**config.mk**
```make
export PLATFORM = sky130hd
export DESIGN_NAME = psc_ctrl
export DESIGN_NICKNAME = d
export VERILOG_FILES = /design/src/psc_timer.v /design/src/psc_ctrl.v
export VERILOG_INCLUDE_DIRS = /design/src
export SDC_FILE = /design/constraint.sdc
export NUM_CORES = 1
export LEC_CHECK = 0
export BUFFER_PORTS_ARGS = -buffer_cell sky130_fd_sc_hd__buf_2
export CELL_PAD_IN_SITES_DETAIL_PLACEMENT = 1
export CELL_PAD_IN_SITES_GLOBAL_PLACEMENT = 1
export CORE_ASPECT_RATIO = 0.6
export CORE_MARGIN = 1.5
export CORE_UTILIZATION = 31
export DETAILED_ROUTE_END_ITERATION = 7
export GPL_ROUTABILITY_DRIVEN = 0
export PLACE_DENSITY = 0.81
export REMOVE_ABC_BUFFERS = 1
export SYNTH_ARGS = -nofsm -noshare
export SYNTH_HDL_FRONTEND = slang
export SYNTH_SLANG_ARGS = --single-unit
```
**constraint.sdc**
```tcl
create_clock -name clk -period 2 [get_ports clk]
set_input_delay 0.1 -clock clk [delete_from_list [all_inputs] [get_ports clk]]
set_output_delay 0.1 -clock clk [all_outputs]
set_load 0.03 [all_outputs]
```
**src/psc_defs.vh**
```
// timing constants and field layout for the pseudo-static memory controller
`ifndef PSC_DEFS_VH
`define PSC_DEFS_VH
`define PSC_CLK_NS 40
`define PSC_ADDR_W 21
`define PSC_DATA_W 16
`define PSC_PAGE_BITS 3
`define PSC_PAGE_WORDS 8
// times in their own units, faster grade
`define PSC_READ_CYCLE_NS 65
`define PSC_WRITE_CYCLE_NS 65
`define PSC_WRITE_PULSE_NS 50
`define PSC_SEL_TO_WEND_NS 65
`define PSC_ADDR_TO_WEND_NS 60
`define PSC_WFLOAT_NS 20
`define PSC_OE_DELAY_NS 25
`define PSC_PAGE_STEP_NS 30
`define PSC_PAGE_WORD_NS 30
`define PSC_SKEW_US 10
`define PSC_SLEEP_LOW_MS 10
`define PSC_SLEEP_EXIT_US 300
`define PSC_POWERUP_US 30
// cycle counts: minimums round up, skew window rounds down
`define PSC_CYC_MIN(ns) (((ns) + `PSC_CLK_NS - 1) / `PSC_CLK_NS)
`define PSC_READ_CYC `PSC_CYC_MIN(`PSC_READ_CYCLE_NS)
`define PSC_WRITE_CYC `PSC_CYC_MIN(`PSC_WRITE_CYCLE_NS)
`define PSC_WPULSE_CYC `PSC_CYC_MIN(`PSC_WRITE_PULSE_NS)
`define PSC_SEL_WEND_CYC `PSC_CYC_MIN(`PSC_SEL_TO_WEND_NS)
`define PSC_ADDR_WEND_CYC `PSC_CYC_MIN(`PSC_ADDR_TO_WEND_NS)
`define PSC_WFLOAT_CYC `PSC_CYC_MIN(`PSC_WFLOAT_NS)
`define PSC_OE_CYC `PSC_CYC_MIN(`PSC_OE_DELAY_NS)
`define PSC_PSTEP_CYC `PSC_CYC_MIN(`PSC_PAGE_STEP_NS)
`define PSC_PWORD_CYC `PSC_CYC_MIN(`PSC_PAGE_WORD_NS)
`define PSC_SKEW_CYC ((`PSC_SKEW_US * 1000) / `PSC_CLK_NS)
`define PSC_SLEEP_LOW_CYC ((`PSC_SLEEP_LOW_MS * 1000000 + `PSC_CLK_NS - 1) / `PSC_CLK_NS)
`define PSC_SLEEP_EXIT_CYC ((`PSC_SLEEP_EXIT_US * 1000 + `PSC_CLK_NS - 1) / `PSC_CLK_NS)
`define PSC_POWERUP_CYC ((`PSC_POWERUP_US * 1000 + `PSC_CLK_NS - 1) / `PSC_CLK_NS)
`define PSC_TMR_W 20
`endif

```
**src/psc_timer.v**
```verilog
// down-counting phase timer with a done flag
`timescale 1ns/1ns
`include "psc_defs.vh"
module psc_timer (
	clk,
	rst,
	load,
	load_val,
	done
);
	input wire clk;
	input wire rst;
	input wire load;
	input wire [`PSC_TMR_W-1:0] load_val;
	output wire done;
	reg [`PSC_TMR_W-1:0] cnt_q;
	// load takes priority; otherwise count down to zero and rest
	always @(posedge clk) begin
		if (rst) begin
			cnt_q <= 20'h0_0000;
		end else if (load) begin
			cnt_q <= load_val;
		end else if (cnt_q != 20'h0_0000) begin
			cnt_q <= cnt_q - 20'h0_0001;
		end
	end
	assign done = (cnt_q == 20'h0_0000) && !load;
endmodule

```
**src/psc_ctrl.v**
```verilog
// host controller pacing asynchronous accesses to a 2M x 16 pseudo-static memory
// Function
// memory decodes modes from select and power_keep; standby floats its outputs
// byte selects gate lanes; deselected write lane keeps its stored byte
// page holds 8 words chosen by three lowest address bits
// page burst changes only in-page bits, select held low throughout
// short read address cycles never run; each cycle meets full read length
// each write cycle meets full write length and full write pulse
// deep power-down loses contents; host flags data as undefined after exit
// power_keep low at least 10 ms; wait 300 us before next access
// after power-on hold power_keep high 30 us before first access
// write ends at first rising edge of enable, select or byte selects
// select asserted at least 65 ns before the end of write
// address stable at least 60 ns before the write-ending edge
// output enable held high through writes keeps memory outputs floating
// select and bytes fall with write enable so memory never drives
// selects rise with write enable so outputs stay floating at the end
// memory floats its outputs within 20 ns of write enable falling
// host drives write data only after memory outputs have floated
// read data sampled after output-enable and address access times
// in-page word sampled at least 30 ns after the address step
// in-page address steps spaced at least 30 ns apart
// previous read data held 10 ns after address change
// every phase length is a clock-cycle count, minimums rounded up
`timescale 1ns/1ns
`include "psc_defs.vh"
module psc_ctrl (
	clk,
	rst,
	req_valid,
	req_write,
	req_sleep,
	req_addr,
	req_wdata,
	req_bytes_n,
	req_len,
	req_ready,
	rsp_valid,
	rsp_data,
	rsp_last,
	mem_undefined,
	mem_addr,
	chip_select_n,
	power_keep,
	output_enable_n,
	write_enable_n,
	lower_byte_select_n,
	upper_byte_select_n,
	dq_out,
	dq_oe,
	dq_in
);
	input wire clk;
	input wire rst;
	input wire req_valid;
	input wire req_write;
	input wire req_sleep;
	input wire [`PSC_ADDR_W-1:0] req_addr;
	input wire [`PSC_DATA_W-1:0] req_wdata;
	input wire [1:0] req_bytes_n;
	input wire [2:0] req_len;
	output reg req_ready;
	output reg rsp_valid;
	output reg [`PSC_DATA_W-1:0] rsp_data;
	output reg rsp_last;
	output reg mem_undefined;
	output reg [`PSC_ADDR_W-1:0] mem_addr;
	output reg chip_select_n;
	output reg power_keep;
	output reg output_enable_n;
	output reg write_enable_n;
	output reg lower_byte_select_n;
	output reg upper_byte_select_n;
	output reg [`PSC_DATA_W-1:0] dq_out;
	output reg dq_oe;
	input wire [`PSC_DATA_W-1:0] dq_in;

	// ----------------------------------------
	// states and cycle counts
	// ----------------------------------------
	localparam [3:0] ST_POWERUP = 4'h0;
	localparam [3:0] ST_IDLE = 4'h1;
	localparam [3:0] ST_RD_FIRST = 4'h2;
	localparam [3:0] ST_RD_PAGE = 4'h3;
	localparam [3:0] ST_RD_END = 4'h4;
	localparam [3:0] ST_WR_FLOAT = 4'h5;
	localparam [3:0] ST_WR_PULSE = 4'h6;
	localparam [3:0] ST_WR_END = 4'h7;
	localparam [3:0] ST_SLEEP = 4'h8;
	localparam [3:0] ST_WAKE = 4'h9;
	// full-width counts, cut to the timer width below
	localparam integer K_POWERUP = `PSC_POWERUP_CYC;
	localparam integer K_SLEEP = `PSC_SLEEP_LOW_CYC;
	localparam integer K_WAKE = `PSC_SLEEP_EXIT_CYC;
	localparam integer K_WFLOAT = `PSC_WFLOAT_CYC;
	localparam integer K_PSTEP = `PSC_PSTEP_CYC;
	localparam integer K_PWORD = `PSC_PWORD_CYC;
	localparam integer K_RD_CYC = `PSC_READ_CYC;
	localparam integer K_OE_CYC = `PSC_OE_CYC;
	localparam integer K_WPULSE = `PSC_WPULSE_CYC;
	localparam integer K_WCYC = `PSC_WRITE_CYC;
	localparam integer K_SELW = `PSC_SEL_WEND_CYC;
	localparam integer K_ADRW = `PSC_ADDR_WEND_CYC;
	localparam [19:0] C_POWERUP = K_POWERUP[19:0];
	localparam [19:0] C_SLEEP = K_SLEEP[19:0];
	localparam [19:0] C_WAKE = K_WAKE[19:0];
	localparam [19:0] C_WFLOAT = K_WFLOAT[19:0];
	localparam [19:0] C_PSTEP = K_PSTEP[19:0];
	localparam [19:0] C_PWORD = K_PWORD[19:0];
	localparam [19:0] C_RD_CYC = K_RD_CYC[19:0];
	localparam [19:0] C_OE_CYC = K_OE_CYC[19:0];
	localparam [19:0] C_WPULSE = K_WPULSE[19:0];
	localparam [19:0] C_WCYC = K_WCYC[19:0];
	localparam [19:0] C_SELW = K_SELW[19:0];
	localparam [19:0] C_ADRW = K_ADRW[19:0];

	// larger of two counts; used for every composite phase
	function [19:0] max2;
		input [19:0] a;
		input [19:0] b;
		begin
			max2 = (a > b) ? a : b;
		end
	endfunction

	reg [3:0] state_q;
	reg [2:0] words_q;
	reg tmr_load;
	reg [19:0] tmr_val;
	wire tmr_done;

	psc_timer u_timer (
		.clk(clk),
		.rst(rst),
		.load(tmr_load),
		.load_val(tmr_val),
		.done(tmr_done)
	);

	// ----------------------------------------
	// phase sequencer
	// ----------------------------------------
	always @(posedge clk) begin
		tmr_load <= 1'b0;
		tmr_val <= 20'h0_0000;
		rsp_valid <= 1'b0;
		rsp_last <= 1'b0;
		if (rst) begin
			state_q <= ST_POWERUP;
			words_q <= 3'h0;
			req_ready <= 1'b0;
			mem_undefined <= 1'b0;
			mem_addr <= 21'h00_0000;
			chip_select_n <= 1'b1;
			power_keep <= 1'b1;
			output_enable_n <= 1'b1;
			write_enable_n <= 1'b1;
			lower_byte_select_n <= 1'b1;
			upper_byte_select_n <= 1'b1;
			dq_out <= 16'h0000;
			dq_oe <= 1'b0;
			rsp_data <= 16'h0000;
			tmr_load <= 1'b1;
			tmr_val <= C_POWERUP;
		end else if (!tmr_load) begin
			case (state_q)
			ST_POWERUP, ST_WAKE: begin
				if (tmr_done) begin
					state_q <= ST_IDLE;
					req_ready <= 1'b1;
				end
			end
			ST_IDLE: begin
				if (req_valid) begin
					req_ready <= 1'b0;
					mem_addr <= req_addr;
					tmr_load <= 1'b1;
					if (req_sleep) begin
						// enter deep power-down with the chip deselected
						chip_select_n <= 1'b1;
						power_keep <= 1'b0;
						mem_undefined <= 1'b1;
						tmr_val <= C_SLEEP;
						state_q <= ST_SLEEP;
					end else if (req_write) begin
						// select, bytes and write enable go low together
						chip_select_n <= 1'b0;
						write_enable_n <= 1'b0;
						output_enable_n <= 1'b1;
						lower_byte_select_n <= req_bytes_n[0];
						upper_byte_select_n <= req_bytes_n[1];
						dq_out <= req_wdata;
						tmr_val <= C_WFLOAT;
						state_q <= ST_WR_FLOAT;
					end else begin
						chip_select_n <= 1'b0;
						output_enable_n <= 1'b0;
						lower_byte_select_n <= req_bytes_n[0];
						upper_byte_select_n <= req_bytes_n[1];
						words_q <= req_len;
						// first word waits the longer of the full read cycle and the oe access
						tmr_val <= max2(C_RD_CYC, C_OE_CYC);
						state_q <= ST_RD_FIRST;
					end
				end
			end
			ST_RD_FIRST, ST_RD_PAGE: begin
				if (tmr_done) begin
					rsp_valid <= 1'b1;
					rsp_data <= dq_in;
					if (words_q == 3'h0) begin
						rsp_last <= 1'b1;
						state_q <= ST_RD_END;
					end else begin
						words_q <= words_q - 3'h1;
						// step only the in-page bits, select stays low
						mem_addr[`PSC_PAGE_BITS-1:0] <= mem_addr[`PSC_PAGE_BITS-1:0] + 3'h1;
						tmr_load <= 1'b1;
						tmr_val <= max2(C_PSTEP, C_PWORD);
						state_q <= ST_RD_PAGE;
					end
				end
			end
			ST_RD_END: begin
				chip_select_n <= 1'b1;
				output_enable_n <= 1'b1;
				lower_byte_select_n <= 1'b1;
				upper_byte_select_n <= 1'b1;
				req_ready <= 1'b1;
				state_q <= ST_IDLE;
			end
			ST_WR_FLOAT: begin
				if (tmr_done) begin
					dq_oe <= 1'b1;
					tmr_load <= 1'b1;
					// remainder so pulse, select and address spans are all met
					tmr_val <= max2(max2(C_WPULSE, C_WCYC), max2(C_SELW, C_ADRW)) - C_WFLOAT;
					state_q <= ST_WR_PULSE;
				end
			end
			ST_WR_PULSE: begin
				if (tmr_done) begin
					// all strobes rise together; write enable defines the end
					write_enable_n <= 1'b1;
					chip_select_n <= 1'b1;
					lower_byte_select_n <= 1'b1;
					upper_byte_select_n <= 1'b1;
					state_q <= ST_WR_END;
				end
			end
			ST_WR_END: begin
				dq_oe <= 1'b0; // hold time zero, release one cycle later
				req_ready <= 1'b1;
				state_q <= ST_IDLE;
			end
			ST_SLEEP: begin
				if (tmr_done) begin
					power_keep <= 1'b1;
					tmr_load <= 1'b1;
					tmr_val <= C_WAKE;
					state_q <= ST_WAKE;
				end
			end
			default: begin
				state_q <= ST_IDLE;
				req_ready <= 1'b1;
			end
			endcase
			// a completed write clears the undefined flag for software
			if (state_q == ST_WR_END) begin
				mem_undefined <= 1'b0;
			end
		end
	end
endmodule

```
==> impl_results.md, run 1 <==
- Total Wirelength: between 15000 and 20000 µm
- Synth warnings: 0
- Setup repair after global routing missed its margin: yes
- Total number of vias: 4739
- Async set-or-reset flop fraction in the synthesized netlist: 0
- Layout cell share with drive strength beyond 1: 0.3008
- Max-slew violations: 0
- Register clock-pin slew on the reported worst setup and hold paths: around 70 ps
- Level count of the clock H-tree: 3
- Hold-critical path endpoint: dq_out[2]
- Cell type with the largest total area after synthesis: sky130_fd_sc_hd__dfxtp_1
- Hold Violations, Final: 0
- Multiplexer share of the synthesized area: 0.004553
- Largest family of logic cells by synthesized area: simple AND/OR/NAND/NOR gates
- Die boundary width: approximately 160 µm
- Clock sink count: 100
- Worst slew slack as a fraction of its limit: 0.6759
- TritonCTS clock tree: done
- Count of standard-cell rows: 33
- Number of antenna violations at the first check in global routing: 0
- Most instantiated library cell after synthesis: sky130_fd_sc_hd__nand2_1
- Final Util: 0.4590
- Total standard cell area after synthesis: ~4400 µm²
- Average vias per placed instance: 5.096
- First-pass GRT wire length: between 20000 and 25000 µm
- Fin nets: around 800
- Overall global routing resource usage: 0.2149
- Initial DRT Pass Iterations: 4
- Top post-synthesis cells by count: sky130_fd_sc_hd__nand2_1, sky130_fd_sc_hd__dfxtp_1, sky130_fd_sc_hd__a21oi_1
- Number of antenna cells inserted: 0
- Average cell area after synthesis: ~8.0 µm²
- Pin count of the biggest net entering global routing: 43
- Number of instances in the synthesized netlist: about 550
- Leading post-synthesis cells by cell area: sky130_fd_sc_hd__dfxtp_1, sky130_fd_sc_hd__nand2_1, sky130_fd_sc_hd__a21oi_1, sky130_fd_sc_hd__o21ai_0, sky130_fd_sc_hd__clkbuf_1
- Launch point of the worst reg-to-reg path: u_timer.cnt_q[2]
- Path type of the worst min-delay path: input pin to flop
- Unique masters post-synth: 64
- Clock Latency Late Sink: around 340 ps
- DRC Markers: 0
- Die Y-Extent: about 95 µm
- Depth of the worst register-to-register path: 7
- Slew at the pin with the worst max-slew slack: slightly below 500 ps
- I/O Buffers: 126
- Period utilization: 0.9703
- Leakage: approximately 2.6 nW
- Sequential cell area fraction in the yosys report: 0.4553
- Initial Utilization: 0.3198
- I/O pin count: 127
- Crit path DAT: 2200 ps
- HPWL after detailed placement: 11350 µm
- Sort of element at the start of the critical path: flop
- FILL cells: 1643
- Worst setup timing slack at the placement stage: -181.7 ps
- Reg-to-reg endpoint: rsp_data[13]
- Leading register cell type out of synthesis: sky130_fd_sc_hd__dfxtp_1
- Status: finished clean
- Worst Path Required: between 2000 and 2500 ps
- Post-layout worst setup margin: between 50 and 60 ps
- EDFF count, synth: 0
- Fraction of the mapped netlist area in compound gates: 0.2143
- Max cap viols: 0
- Maximum clock path buffer count: 2
- Fin Hold WS: about 15 ps
- First-iteration detailed-routing DRC count: approximately 240
- Syn-to-layout area delta: 43.54%
- WL per Instance: 17.05 µm
- Startpoint-to-endpoint class of the critical path: flop to flop
- Adder and majority cell fraction of the synthesized area: 0.01423
- Floorplan Core Area: 13750 µm²
- Remaining global-route overflow: 0
- Endpoint kind of the worst setup timing path: flop
- Cts bufs inserted: 9
- Xor-xnor portion of the synthesized cell area: 0.01992
- Die Footprint: 14930 µm²
- Number of storage elements in the synthesis netlist: 100
- Power density over cell area: 809.0 nW/µm²
- Maximum ir drop on the vdd rail: ~0.45 mV
- Maximum clock frequency: around 520 MHz
- Post-layout minimum cycle time: around 1900 ps
- Cell chosen for the clock root: sky130_fd_sc_hd__clkbuf_16
- Simple-gate area share of the yosys netlist: 0.2501
- Final worst clock skew: ~12 ps
- Via count of the first global-routing pass: roughly 5000
- Count of cells along the worst hold path: 3
- Reg2Reg Setup Slack: 60 ps
- Area share of the largest cell type after synthesis: 0.4553
- Min-delay src: req_wdata[2]
- Count of final setup violators: 0
- Critical-path maximum fanout: 16
- Number of nets still failing antenna checks after routing: 0
- Total chip power: just over 5 mW
==> layer usage <==
layer	share of wire	up-vias	wire length, µm	global-route usage
met2	0.47	136	7502	0.3721
met5	0	-	0	0
li1	-	2271	-	-
met1	0.46	2326	7251	0.2692
met4	0.0057	0	91	0.05238
met3	0.064	6	1014	0.05409
==> cells by family after synthesis <==
kind of cell / Yosys count
xor+xnor: 10
buf+inv: 46
mux: 2
fa+ha+maj: 5
simple gates: 231
compound gates: 153
flops: 100
==> layout by cell type, fill, tap and decap left out, types with 7 or more instances in the layout <==
master / Yosys / layout
sky130_fd_sc_hd__buf_4: 1 / 46
sky130_fd_sc_hd__buf_2: 5 / 126
sky130_fd_sc_hd__a21oi_1: 71 / 69
sky130_fd_sc_hd__nand2_1: 136 / 135
sky130_fd_sc_hd__dfxtp_1: 100 / 96
sky130_fd_sc_hd__o21ai_0: 22 / 20
sky130_fd_sc_hd__inv_1: 12 / 12
sky130_fd_sc_hd__a31oi_1: 7 / 7
sky130_fd_sc_hd__dlygate4sd3_1: 0 / 33
sky130_fd_sc_hd__clkbuf_16: 0 / 9
sky130_fd_sc_hd__nor3_1: 10 / 8
sky130_fd_sc_hd__nor2_1: 27 / 26
==> how the worst max path moves through the flow <==
stage	from	to	cells past startpoint
final	u_timer.cnt_q[2]	rsp_data[13]	7
after global placement	u_timer.cnt_q[6]	u_timer.cnt_q[14]	6
after detailed placement	u_timer.cnt_q[2]	words_q[0]	6
after CTS	u_timer.cnt_q[0]	u_timer.cnt_q[19]	7
after global routing	u_timer.cnt_q[2]	rsp_data[9]	7
after floorplan	state_q[0]	state_q[3]	5
==> through the flow <==
step	std cells	setup TNS [ps]	instance area [µm²]
floorplan	513	-1734	4259
global placement	872	0	5475
detailed placement	872	-378.3	5475
CTS	923	0	6173
global route	930	-361.6	6311
finish	930	0	6311
==> registers in the layout, summed over array words and instances (netlist names) <==
| signal | flops |
|---|---|
| chip_select_n | 1 |
| dq_oe | 1 |
| dq_out | 16 |
| lower_byte_select_n | 1 |
| mem_addr | 21 |
| mem_undefined | 1 |
| output_enable_n | 1 |
| power_keep | 1 |
| req_ready | 1 |
| rsp_data | 16 |
| rsp_last | 1 |
| rsp_valid | 1 |
| state_q | 4 |
| tmr_load | 1 |
| tmr_val | 8 |
| u_timer.cnt_q | 20 |
| upper_byte_select_n | 1 |
| words_q | 3 |
| write_enable_n | 1 |
==> critical path, cell delays in order (launching register included) <==
cell and delay, ps:
sky130_fd_sc_hd__dfxtp_2 340, sky130_fd_sc_hd__nor4_4 410, sky130_fd_sc_hd__buf_4 210, sky130_fd_sc_hd__nand4_4 200
sky130_fd_sc_hd__nor3_2 220, sky130_fd_sc_hd__buf_6 210, sky130_fd_sc_hd__nand2_1 90, sky130_fd_sc_hd__a21oi_1 180
==> what timing repair did <==
action                                  4_1_cts  5_1_grt
pin swaps                                     3        9
gates resized for setup                       8       25
hold buffers                                 33        0
buffers inserted                              2        7
endpoints found under the hold margin        33        0
endpoints found under the setup margin       16       72
==> area by class of cell <==
type	count	area (µm²)	share of cell area
Clock buffer	11	232.7	0.03688
Tap cell	192	240.2	0.03806
Sequential cell	100	2007	0.3180
Multi-Input combinational cell	401	2323	0.3682
Timing Repair Buffer	209	1378	0.2183
Clock inverter	5	85.08	0.01348
Inverter	12	45.04	0.007137
==> power by group <==
part / leakage [nW] / switching, mW / internal, mW
combinational: 1.66 / 0.618 / 0.457
clock: 0.150 / 0.764 / 1.11
sequential: 0.813 / 0.0826 / 2.08
total: 2.63 / 1.46 / 3.64
No activity file was read; power rests on OpenSTA's default activity.
==> run 2, diff against run 1 <==
--- a/config.mk
+++ b/config.mk
@@ -14,8 +14,9 @@
 export CORE_UTILIZATION = 31
 export DETAILED_ROUTE_END_ITERATION = 7
 export GPL_ROUTABILITY_DRIVEN = 0
-export PLACE_DENSITY = 0.81
+export PLACE_DENSITY = 0.8
 export REMOVE_ABC_BUFFERS = 1
 export SYNTH_ARGS = -nofsm -noshare
 export SYNTH_HDL_FRONTEND = slang
+export SYNTH_HIERARCHICAL = 1
 export SYNTH_SLANG_ARGS = --single-unit
==> run 2 against run 1 <==
Effect of this change: the flow now finishes with violations (hold timing, setup timing); sequential power shrank 4%; worst setup slack worse by 560 ps; combinational power decreased by 31%; wire length increased by 13%; cell area increased by 9.8%; largest power group unchanged; sequential share of layout area fell by 2.9 points; via count rose by 5.5%.
==> impl_results.md, run 2 <==
- Max cap viols: 0 (unchanged)
- Number of antenna cells inserted: 0 (unchanged)
- Hold Violations, Final: 1 (+1)
- EDFF count, synth: 0 (unchanged)
- Reg-to-reg endpoint: rsp_data[2]
- Sequential power share: 0.447 (+0.024)
- Cell type with the largest total area after synthesis: sky130_fd_sc_hd__dfxtp_1
- Overall global routing resource usage: 0.2165 (+0.001613)
- Simple-gate area share of the yosys netlist: 0.2491 (-0.001038)
- Maximum clock frequency: 400.3 MHz (-22%)
- Initial DRT Pass Iterations: 4 (unchanged)
- Cell Count Post-Placement: 899 (+3.1%)
- Die Footprint: 15410 µm² (+3.2%)
- Maximum ir drop on the vdd rail: 0.3447 mV (-23%)
- Launch point of the worst reg-to-reg path: u_timer/cnt_q[0]
- Total standard cell area after synthesis: 4541 µm² (+3.3%)
- Total chip power: 4.627 mW (-9.4%)
- Layout cell share with drive strength beyond 1: 0.3687 (+0.06788)
- Maximum clock path buffer count: 2 (unchanged)
- Clock Latency Late Sink: 360 ps (+20 ps)
- Count of standard-cell rows: 34 (+3.0%)
- TritonCTS clock tree: done
- Fin nets: 836 (+4.4%)
- Die Y-Extent: 96.75 µm (+1.6%)
- Syn-to-layout area delta: 52.66%
- Area share of the largest cell type after synthesis: 0.4409 (-0.01443)
- Remaining global-route overflow: 0 (unchanged)
- I/O Buffers: 126 (unchanged)
- Xor-xnor portion of the synthesized cell area: 0.01350 (-0.006418)
- Worst Path Required: 2290 ps (+30 ps)
- Startpoint-to-endpoint class of the critical path: flop to flop
- Die boundary width: 159.2 µm (+1.6%)
- Critical path destination: rsp_data[2]
- Number of instances in the synthesized netlist: 560 (+2.4%)
- Register clock-pin slew on the reported worst setup and hold paths: 70 ps (about the same)
- Post-layout worst setup margin: -498.0 ps (-557.4 ps)
- WL per Instance: 18.48 µm (+8.4%)
- Most instantiated library cell after synthesis: sky130_fd_sc_hd__nand2_1
- Setup repair after global routing missed its margin: yes
- Final worst clock skew: 6.484 ps (-5.432 ps)
- Commonest non-fill, non-tap cells in the layout: sky130_fd_sc_hd__buf_2, sky130_fd_sc_hd__nand2_1, sky130_fd_sc_hd__dfxtp_1, sky130_fd_sc_hd__a21oi_1, sky130_fd_sc_hd__buf_4
- Registers with the most flip-flops: mem_addr: 21 flops, u_timer/cnt_q: 20 flops
- Top post-synthesis cells by count: sky130_fd_sc_hd__nand2_1, sky130_fd_sc_hd__dfxtp_1, sky130_fd_sc_hd__a21oi_1
- Part of the total power dissipated in the clock network: 0.391 (+0.025)
- Endpoint kind of the worst setup timing path: flop
- Proportion of total power due to net switching: 0.2749 (-0.01203)
- Count of final setup violators: 51 (+51)
- Register with the most flip-flops: mem_addr
- Cts bufs inserted: 9 (unchanged)
- Average cell area after synthesis: 8.108 µm² (+0.88%)
- Unique masters post-synth: 76 (+19%)
- I/O pin count: 127 (unchanged)
- Relative contribution of combinational cells to total power: 0.161 (-0.050)
- Depth of the worst register-to-register path: 11 (+4)
- Number of antenna violations at the first check in global routing: 0 (unchanged)
- Period utilization: 1.249 (+0.2787)
- Max-slew violations: 0 (unchanged)
- Pin count of the biggest net entering global routing: 43 (unchanged)
- Power density over cell area: 667.5 nW/µm² (-17%)
- Initial Utilization: 0.3158 (-0.003989)
- Worst slew slack as a fraction of its limit: 0.6269 (-0.04901)
- First-pass GRT wire length: 26920 µm (+8.2%)
- Synth warnings: 6 (+6)
- Most common library cell in the layout ignoring fill and taps: sky130_fd_sc_hd__buf_2
- Clock sink count: 100 (unchanged)
- Cell chosen for the clock root: sky130_fd_sc_hd__clkbuf_16
- Cell internal power dissipation: 3.355 mW (-7.9%)
- Crit path DAT: 2780 ps (+580 ps)
- Total number of vias: 4999 (+5.5%)
- Sort of element at the start of the critical path: flop
- Number of storage elements in the synthesis netlist: 100 (unchanged)
- Via count of the first global-routing pass: 5377 (+9.0%)
- Floorplan Core Area: 14380 µm² (+4.6%)
- Level count of the clock H-tree: 3 (unchanged)
- Net switching power: 1.272 mW (-13%)
- Fin Hold WS: -9.395 ps (-24.72 ps)
- Number of flip-flops under the largest register name: 21 (unchanged)
- Multiplexer share of the synthesized area: 0.006613 (+0.002060)
- Launching instance or port of the critical path: u_timer/cnt_q[0]
- Average vias per placed instance: 5.148 (+1.0%)
- Post-layout minimum cycle time: 2498 ps (+557.4 ps)
- Filler-free cell count of the finished design: 971 (+4.4%)
- HPWL after detailed placement: 11110 µm (-2.1%)
- Fraction of the mapped netlist area in compound gates: 0.2238 (+0.009467)
- DRC Markers: 0 (unchanged)
- Largest family of logic cells by synthesized area: simple AND/OR/NAND/NOR gates
- Path type of the worst min-delay path: input pin to flop
- Async set-or-reset flop fraction in the synthesized netlist: 0 (unchanged)
- Total Wirelength: 17940 µm (+13%)
- Violations in the final reports: hold timing, setup timing
- Critical-path maximum fanout: 8 (-8)
- First-iteration detailed-routing DRC count: 240 (-1.2%)
- Adder and majority cell fraction of the synthesized area: 0.01378 (-0.0004509)
- Sequential cell area fraction in the yosys report: 0.4409 (-0.01443)
- Number of nets still failing antenna checks after routing: 0 (unchanged)
- Status: finished with violations
- Worst setup timing slack at the placement stage: -397.9 ps (-216.2 ps)
- Slew at the pin with the worst max-slew slack: 556.3 ps (+75.24 ps)
- Setup TNS Final: -15660 ps (-15660 ps)
- Leading register cell type out of synthesis: sky130_fd_sc_hd__dfxtp_1
- Leading post-synthesis cells by cell area: sky130_fd_sc_hd__dfxtp_1, sky130_fd_sc_hd__nand2_1, sky130_fd_sc_hd__a21oi_1, sky130_fd_sc_hd__nor2_1, sky130_fd_sc_hd__nand3_1
- Leakage: 2.937 nW (+12%)
- FILL cells: 1721 (+4.7%)
- Reg2Reg Setup Slack: -500 ps (-560 ps)
[run 2: cell count changes in the layout (fill, tap and decap cells not counted), sizes merged, moves of 6 or more]
cell	previous run	this run
a21boi	10	2
buf	176	189
dlygate4sd3	33	43
nand2	137	121
nand3	8	22
nor2	28	34
o21ai	24	18
[run 2: through the flow]
step | util | instance area (µm²)
2_1_floorplan | - | 4364
3_3_place_gp | 0.3935 | 5658
3_5_place_dp | 0.3935 | 5658
4_1_cts | 0.4503 | 6475
5_1_grt | 0.4821 | 6932
6_report | 0.4821 | 6932
[run 2: kinds of logic after synthesis]
family | count (synthesis)
adder cells (fa/ha/maj) | 5
AO/OA/AOI/OAI | 158
flip-flops | 100
multiplexers | 3
buffers and inverters | 51
other | 1
AND/OR/NAND/NOR | 235
XOR/XNOR | 7
[run 2: worst min-delay path by stage]
stage                               to  depth (start not counted)  slack (ps)    startpoint
after global placement     rsp_data[2]                          3         340      dq_in[2]
after floorplan             tmr_val[5]                          0         130           rst
after CTS                    dq_out[2]                          3           2  req_wdata[2]
after global routing      mem_addr[11]                          3         0.5  req_addr[11]
after detailed placement   rsp_data[4]                          3         350      dq_in[4]
final                     rsp_data[14]                          3          -9     dq_in[14]
[run 2: final cells by class]
class	instances	area [µm²]	share of cell area
well taps	198	247.7	0.03574
flip-flops and latches	100	2004	0.2892
repair buffers	234	1659	0.2393
clock inverters	6	70.07	0.01011
inverters	12	56.30	0.008123
clock buffers	10	229.0	0.03303
multi-input cells	411	2665	0.3845
[run 2: power by group through the flow]
stage                     clock [mW]  sequential (mW)  combinational [mW]
after floorplan                    0             2.13               0.261
after global placement             0             2.11               0.557
after detailed placement           0             2.11               0.586
after CTS                       1.85             2.07               0.669
after global routing            1.94             2.07               0.802
final                           1.81             2.07               0.747
[run 2: worst max-delay path, stage by stage, from the launching register on]
cell,delay (ps)
sky130_fd_sc_hd__dfxtp_1,320
sky130_fd_sc_hd__inv_1,100
sky130_fd_sc_hd__ha_1,170
sky130_fd_sc_hd__nor3b_2,210
sky130_fd_sc_hd__nand4_1,170
sky130_fd_sc_hd__or3_4,470
sky130_fd_sc_hd__inv_8,90
sky130_fd_sc_hd__clkinvlp_4,140
sky130_fd_sc_hd__nor3_4,290
sky130_fd_sc_hd__clkbuf_16,250
sky130_fd_sc_hd__nand2_4,50
sky130_fd_sc_hd__a21oi_2,150
[run 2: per-layer routing]
metal | up-vias | GRT usage | routed length (µm)
met5 | - | 0 | 0
met4 | 0 | 0.06604 | 357
met3 | 33 | 0.06175 | 1086
met2 | 169 | 0.3635 | 8660
met1 | 2420 | 0.2692 | 7837
li1 | 2377 | - | -
[run 2: timing repair]
action	4_1_cts	5_1_grt
pin swaps	10	31
gates cloned	0	3
setup endpoints to repair	46	67
buffers inserted	2	11
endpoints found under the hold margin	43	0
hold buffers	43	0
gates resized for setup	17	85
==> run 3, diff against run 2 <==
--- a/config.mk
+++ b/config.mk
@@ -6,6 +6,7 @@
 export SDC_FILE = /design/constraint.sdc
 export NUM_CORES = 1
 export LEC_CHECK = 0
+export ABC_AREA = 1
 export BUFFER_PORTS_ARGS = -buffer_cell sky130_fd_sc_hd__buf_2
 export CELL_PAD_IN_SITES_DETAIL_PLACEMENT = 1
 export CELL_PAD_IN_SITES_GLOBAL_PLACEMENT = 1
@@ -14,7 +15,8 @@
 export CORE_UTILIZATION = 31
 export DETAILED_ROUTE_END_ITERATION = 7
 export GPL_ROUTABILITY_DRIVEN = 0
-export PLACE_DENSITY = 0.8
+export MAX_ROUTING_LAYER = met4
+export PLACE_DENSITY = 0.81
 export REMOVE_ABC_BUFFERS = 1
 export SYNTH_ARGS = -nofsm -noshare
 export SYNTH_HDL_FRONTEND = slang
==> run 3 against run 2 <==
Effect of this change: largest power group unchanged; the flow now finishes without violations; clock-buffer cell count decreased by 1; final cell count increased by 7.1%; clock power decreased by 6%; maximum frequency increased by 33%; highest routed layer unchanged; total power increased by 33%; synthesized area increased by 5.1%; synthesized cell count increased by 21%; wire length decreased by 9.1%.
==> impl_results.md, run 3 <==
- HPWL after detailed placement: 11730 µm (+5.7%)
- Initial DRT Pass Iterations: 4 (unchanged)
- Maximum clock path buffer count: 2 (unchanged)
- Cell internal power dissipation: 3.768 mW (+12%)
- Layout cell share with drive strength beyond 1: 0.2957 (-0.07297)
- Register clock-pin slew on the reported worst setup and hold paths: 80 ps (about the same)
- I/O pin count: 127 (unchanged)
- Number of nets still failing antenna checks after routing: 0 (unchanged)
- Number of storage elements in the synthesis netlist: 100 (unchanged)
- Leading register cell type out of synthesis: sky130_fd_sc_hd__dfxtp_1
- Part of the total power dissipated in the clock network: 0.276 (-0.115)
- Clock sink count: 100 (unchanged)
- Critical path's most frequent cell: sky130_fd_sc_hd__nand2_2
- Cell Count Post-Placement: 1005 (+12%)
- First-iteration detailed-routing DRC count: 304 (+27%)
- Pin count of the biggest net entering global routing: 54 (+26%)
- Cell type with the largest total area after synthesis: sky130_fd_sc_hd__dfxtp_1
- Average vias per placed instance: 4.835 (-6.1%)
- WL per Instance: 15.68 µm (-15%)
- Top post-synthesis cells by count: sky130_fd_sc_hd__nand2_1, sky130_fd_sc_hd__nor2_1, sky130_fd_sc_hd__dfxtp_1
- Power density over cell area: 977.0 nW/µm² (+46%)
- Remaining global-route overflow: 0 (unchanged)
- Hold Violations, Final: 0 (-1)
- Registers with the most flip-flops: mem_addr: 21 flops, u_timer/cnt_q: 20 flops
- I/O Buffers: 126 (unchanged)
- Overall global routing resource usage: 0.2099 (-0.006584)
- Max-slew violations: 0 (unchanged)
- Average cell area after synthesis: 7.049 µm² (-13%)
- Count of final setup violators: 0 (-100%)
- Total standard cell area after synthesis: 4772 µm² (+5.1%)
- Status: finished clean
- Number of antenna cells inserted: 0 (unchanged)
- Floorplan Core Area: 14760 µm² (+2.7%)
- Most common library cell in the layout ignoring fill and taps: sky130_fd_sc_hd__nand2_1
- Final worst clock skew: 10.79 ps (+4.308 ps)
- Via count of the first global-routing pass: 5096 (-5.2%)
- Maximum single-stage delay on the critical path: 350 ps (-120 ps)
- Startpoint-to-endpoint class of the critical path: flop to flop
- Area share of the largest cell type after synthesis: 0.4195 (-0.02139)
- Leakage: 2.911 nW (-0.90%)
- Leading post-synthesis cells by cell area: sky130_fd_sc_hd__dfxtp_1, sky130_fd_sc_hd__nand2_1, sky130_fd_sc_hd__nor2_1, sky130_fd_sc_hd__nand3_1, sky130_fd_sc_hd__o21ai_0
- Number of instances in the synthesized netlist: 677 (+21%)
- Number of antenna violations at the first check in global routing: 0 (unchanged)
- Slew at the pin with the worst max-slew slack: 509.9 ps (-46.44 ps)
- Slowest-stage cell, CP: sky130_fd_sc_hd__dfxtp_1
- Initial Utilization: 0.3233 (+0.007490)
- Count of standard-cell rows: 34 (unchanged)
- FILL cells: 1914 (+11%)
- Worst Path Required: 2230 ps (-60 ps)
- Max cap viols: 0 (unchanged)
- Level count of the clock H-tree: 3 (unchanged)
- Total Wirelength: 16310 µm (-9.1%)
- Commonest non-fill, non-tap cells in the layout: sky130_fd_sc_hd__nand2_1, sky130_fd_sc_hd__buf_2, sky130_fd_sc_hd__nor2_1, sky130_fd_sc_hd__dfxtp_1, sky130_fd_sc_hd__nand3_1
- Clock Latency Late Sink: 350 ps (about the same)
- Die boundary width: 163.2 µm (+2.5%)
- Syn-to-layout area delta: 31.75%
- Endpoint kind of the worst setup timing path: flop
- DRC Markers: 0 (unchanged)
- Critical-path maximum fanout: 7 (-1)
- Sequential power share: 0.381 (-0.066)
- Maximum ir drop on the vdd rail: 0.4096 mV (+19%)
- Post-route cell area: 6287 µm² (-9.3%)
- Filler-free cell count of the finished design: 1040 (+7.1%)
- Net switching power: 2.374 mW (+87%)
- TritonCTS clock tree: done
- Cell chosen for the clock root: sky130_fd_sc_hd__clkbuf_16
- Synth warnings: 6 (unchanged)
- Crit path DAT: 2120 ps (-660 ps)
- Maximum clock frequency: 530.6 MHz (+33%)
- Most instantiated library cell after synthesis: sky130_fd_sc_hd__nand2_1
- Path type of the worst min-delay path: input pin to flop
- Sort of element at the start of the critical path: flop
- Die Footprint: 16170 µm² (+5.0%)
- Cts bufs inserted: 9 (unchanged)
- Relative contribution of combinational cells to total power: 0.343 (+0.182)
- Sequential cell area fraction in the yosys report: 0.4195 (-0.02139)
- Register with the most flip-flops: mem_addr
- Post-layout minimum cycle time: 1885 ps (-613.3 ps)
- EDFF count, synth: 0 (unchanged)
- Die Y-Extent: 99.11 µm (+2.4%)
- Total number of vias: 5028 (+0.58%)
- Fin nets: 906 (+8.4%)
- Cell-by-cell listing of the critical path: inv_2, nand2_1, nor3_4, nand2_1, nor2_4, inv_4, nand2_2, nand2_2, nor2_4, nand2_2, nor2_1, nor2_1
- Unique masters post-synth: 38 (-50%)
- Period utilization: 0.9423 (-0.3066)
- Proportion of total power due to net switching: 0.3865 (+0.1117)
- Worst slew slack as a fraction of its limit: 0.6601 (+0.03320)
- Async set-or-reset flop fraction in the synthesized netlist: 0 (unchanged)
- First-pass GRT wire length: 26140 µm (-2.9%)
- Number of flip-flops under the largest register name: 21 (unchanged)
- Placed inst area: 5731 µm² (+1.3%)
==> run 3: cell types whose count changed in the layout (fill, tap and decap cells not counted), moves of 13 or more <==
cell / before / now
sky130_fd_sc_hd__a21oi_1: 55 / 33
sky130_fd_sc_hd__a21oi_2: 18 / 2
sky130_fd_sc_hd__buf_4: 51 / 38
sky130_fd_sc_hd__dlygate4sd3_1: 43 / 13
sky130_fd_sc_hd__inv_1: 10 / 34
sky130_fd_sc_hd__nand2_1: 103 / 129
sky130_fd_sc_hd__nand3_1: 21 / 57
sky130_fd_sc_hd__nor2_1: 31 / 122
sky130_fd_sc_hd__o21ai_0: 6 / 41
==> run 3: layer usage <==
layer  GRT usage  wire (µm)
met1      0.2888       8269
met2      0.3162       7229
met4     0.03599         44
met3     0.04879        763
met5           -          0
==> run 3: power groups by stage <==
stage          Clock [mW]  Sequential, mW  Combinational [mW]
3_3_place_gp            0            2.37                1.91
4_1_cts              1.75            2.33                1.99
3_5_place_dp            0            2.38                1.96
2_1_floorplan           0            2.56                1.08
6_report             1.70            2.34                2.11
5_1_grt              1.83            2.37                2.35
==> run 3: what timing repair did <==
item / CTS / global route
hold buffers: 13 / 0
endpoints found under the setup margin: 24 / 33
resized for setup: 4 / 31
pin swaps: 0 / 11
gates cloned: 0 / 1
endpoints found under the hold margin: 13 / 0
setup buffers: 0 / 6
==> run 3: cells by family after synthesis <==
logic type	after synthesis	synth area share
other cells	1	0.0007858
simple gates	373	0.3529
compound gates	117	0.1327
fa+ha+maj	5	0.01311
xor+xnor	3	0.005507
mux	1	0.002098
buf+inv	77	0.07341
flops	100	0.4195
==> run 3: through the flow <==
| stage | util | setup WS [ps] | power [mW] | setup TNS [ps] | hold slack, ps |
|---|---|---|---|---|---|
| global route | 0.4259 | -46.34 | 6.550 | -95.58 | 4.983 |
| detailed placement | 0.3882 | -96.86 | 4.331 | -632.4 | 348.4 |
| floorplan | - | -394.0 | 3.642 | -17510 | 127.7 |
| CTS | 0.4171 | 39.32 | 6.078 | 0 | 1.869 |
| global placement | 0.3882 | 96.50 | 4.281 | 0 | 341.2 |
| finish | 0.4259 | 115.3 | 6.142 | 0 | 5.971 |
==> run 3: critical path: cells and delay by family, from the launching register on <==
kind                   cells  cell delay [ps]
buffers and inverters      2              170
flip-flops                 1              350
AND/OR/NAND/NOR           10             1260
==> run 3: final cells by class <==
type	count	area [µm²]	area share
Tap cell	198	247.7	0.03940
Clock buffer	9	225.2	0.03582
Multi-Input combinational cell	503	2512	0.3996
Timing Repair Buffer	177	1046	0.1664
Inverter	47	191.4	0.03045
Sequential cell	100	2007	0.3192
Clock inverter	6	57.56	0.009154
==> run 3: worst paths after layout <==
check	cells past startpoint	to	from	slack [ps]
hold / removal	3	dq_out[6]	req_wdata[6]	6
setup reg to reg	12	state_q[1]	u_timer/cnt_q[18]	120
setup / recovery	12	state_q[1]	u_timer/cnt_q[18]	120
hold reg to reg	2	mem_undefined	mem_undefined	450
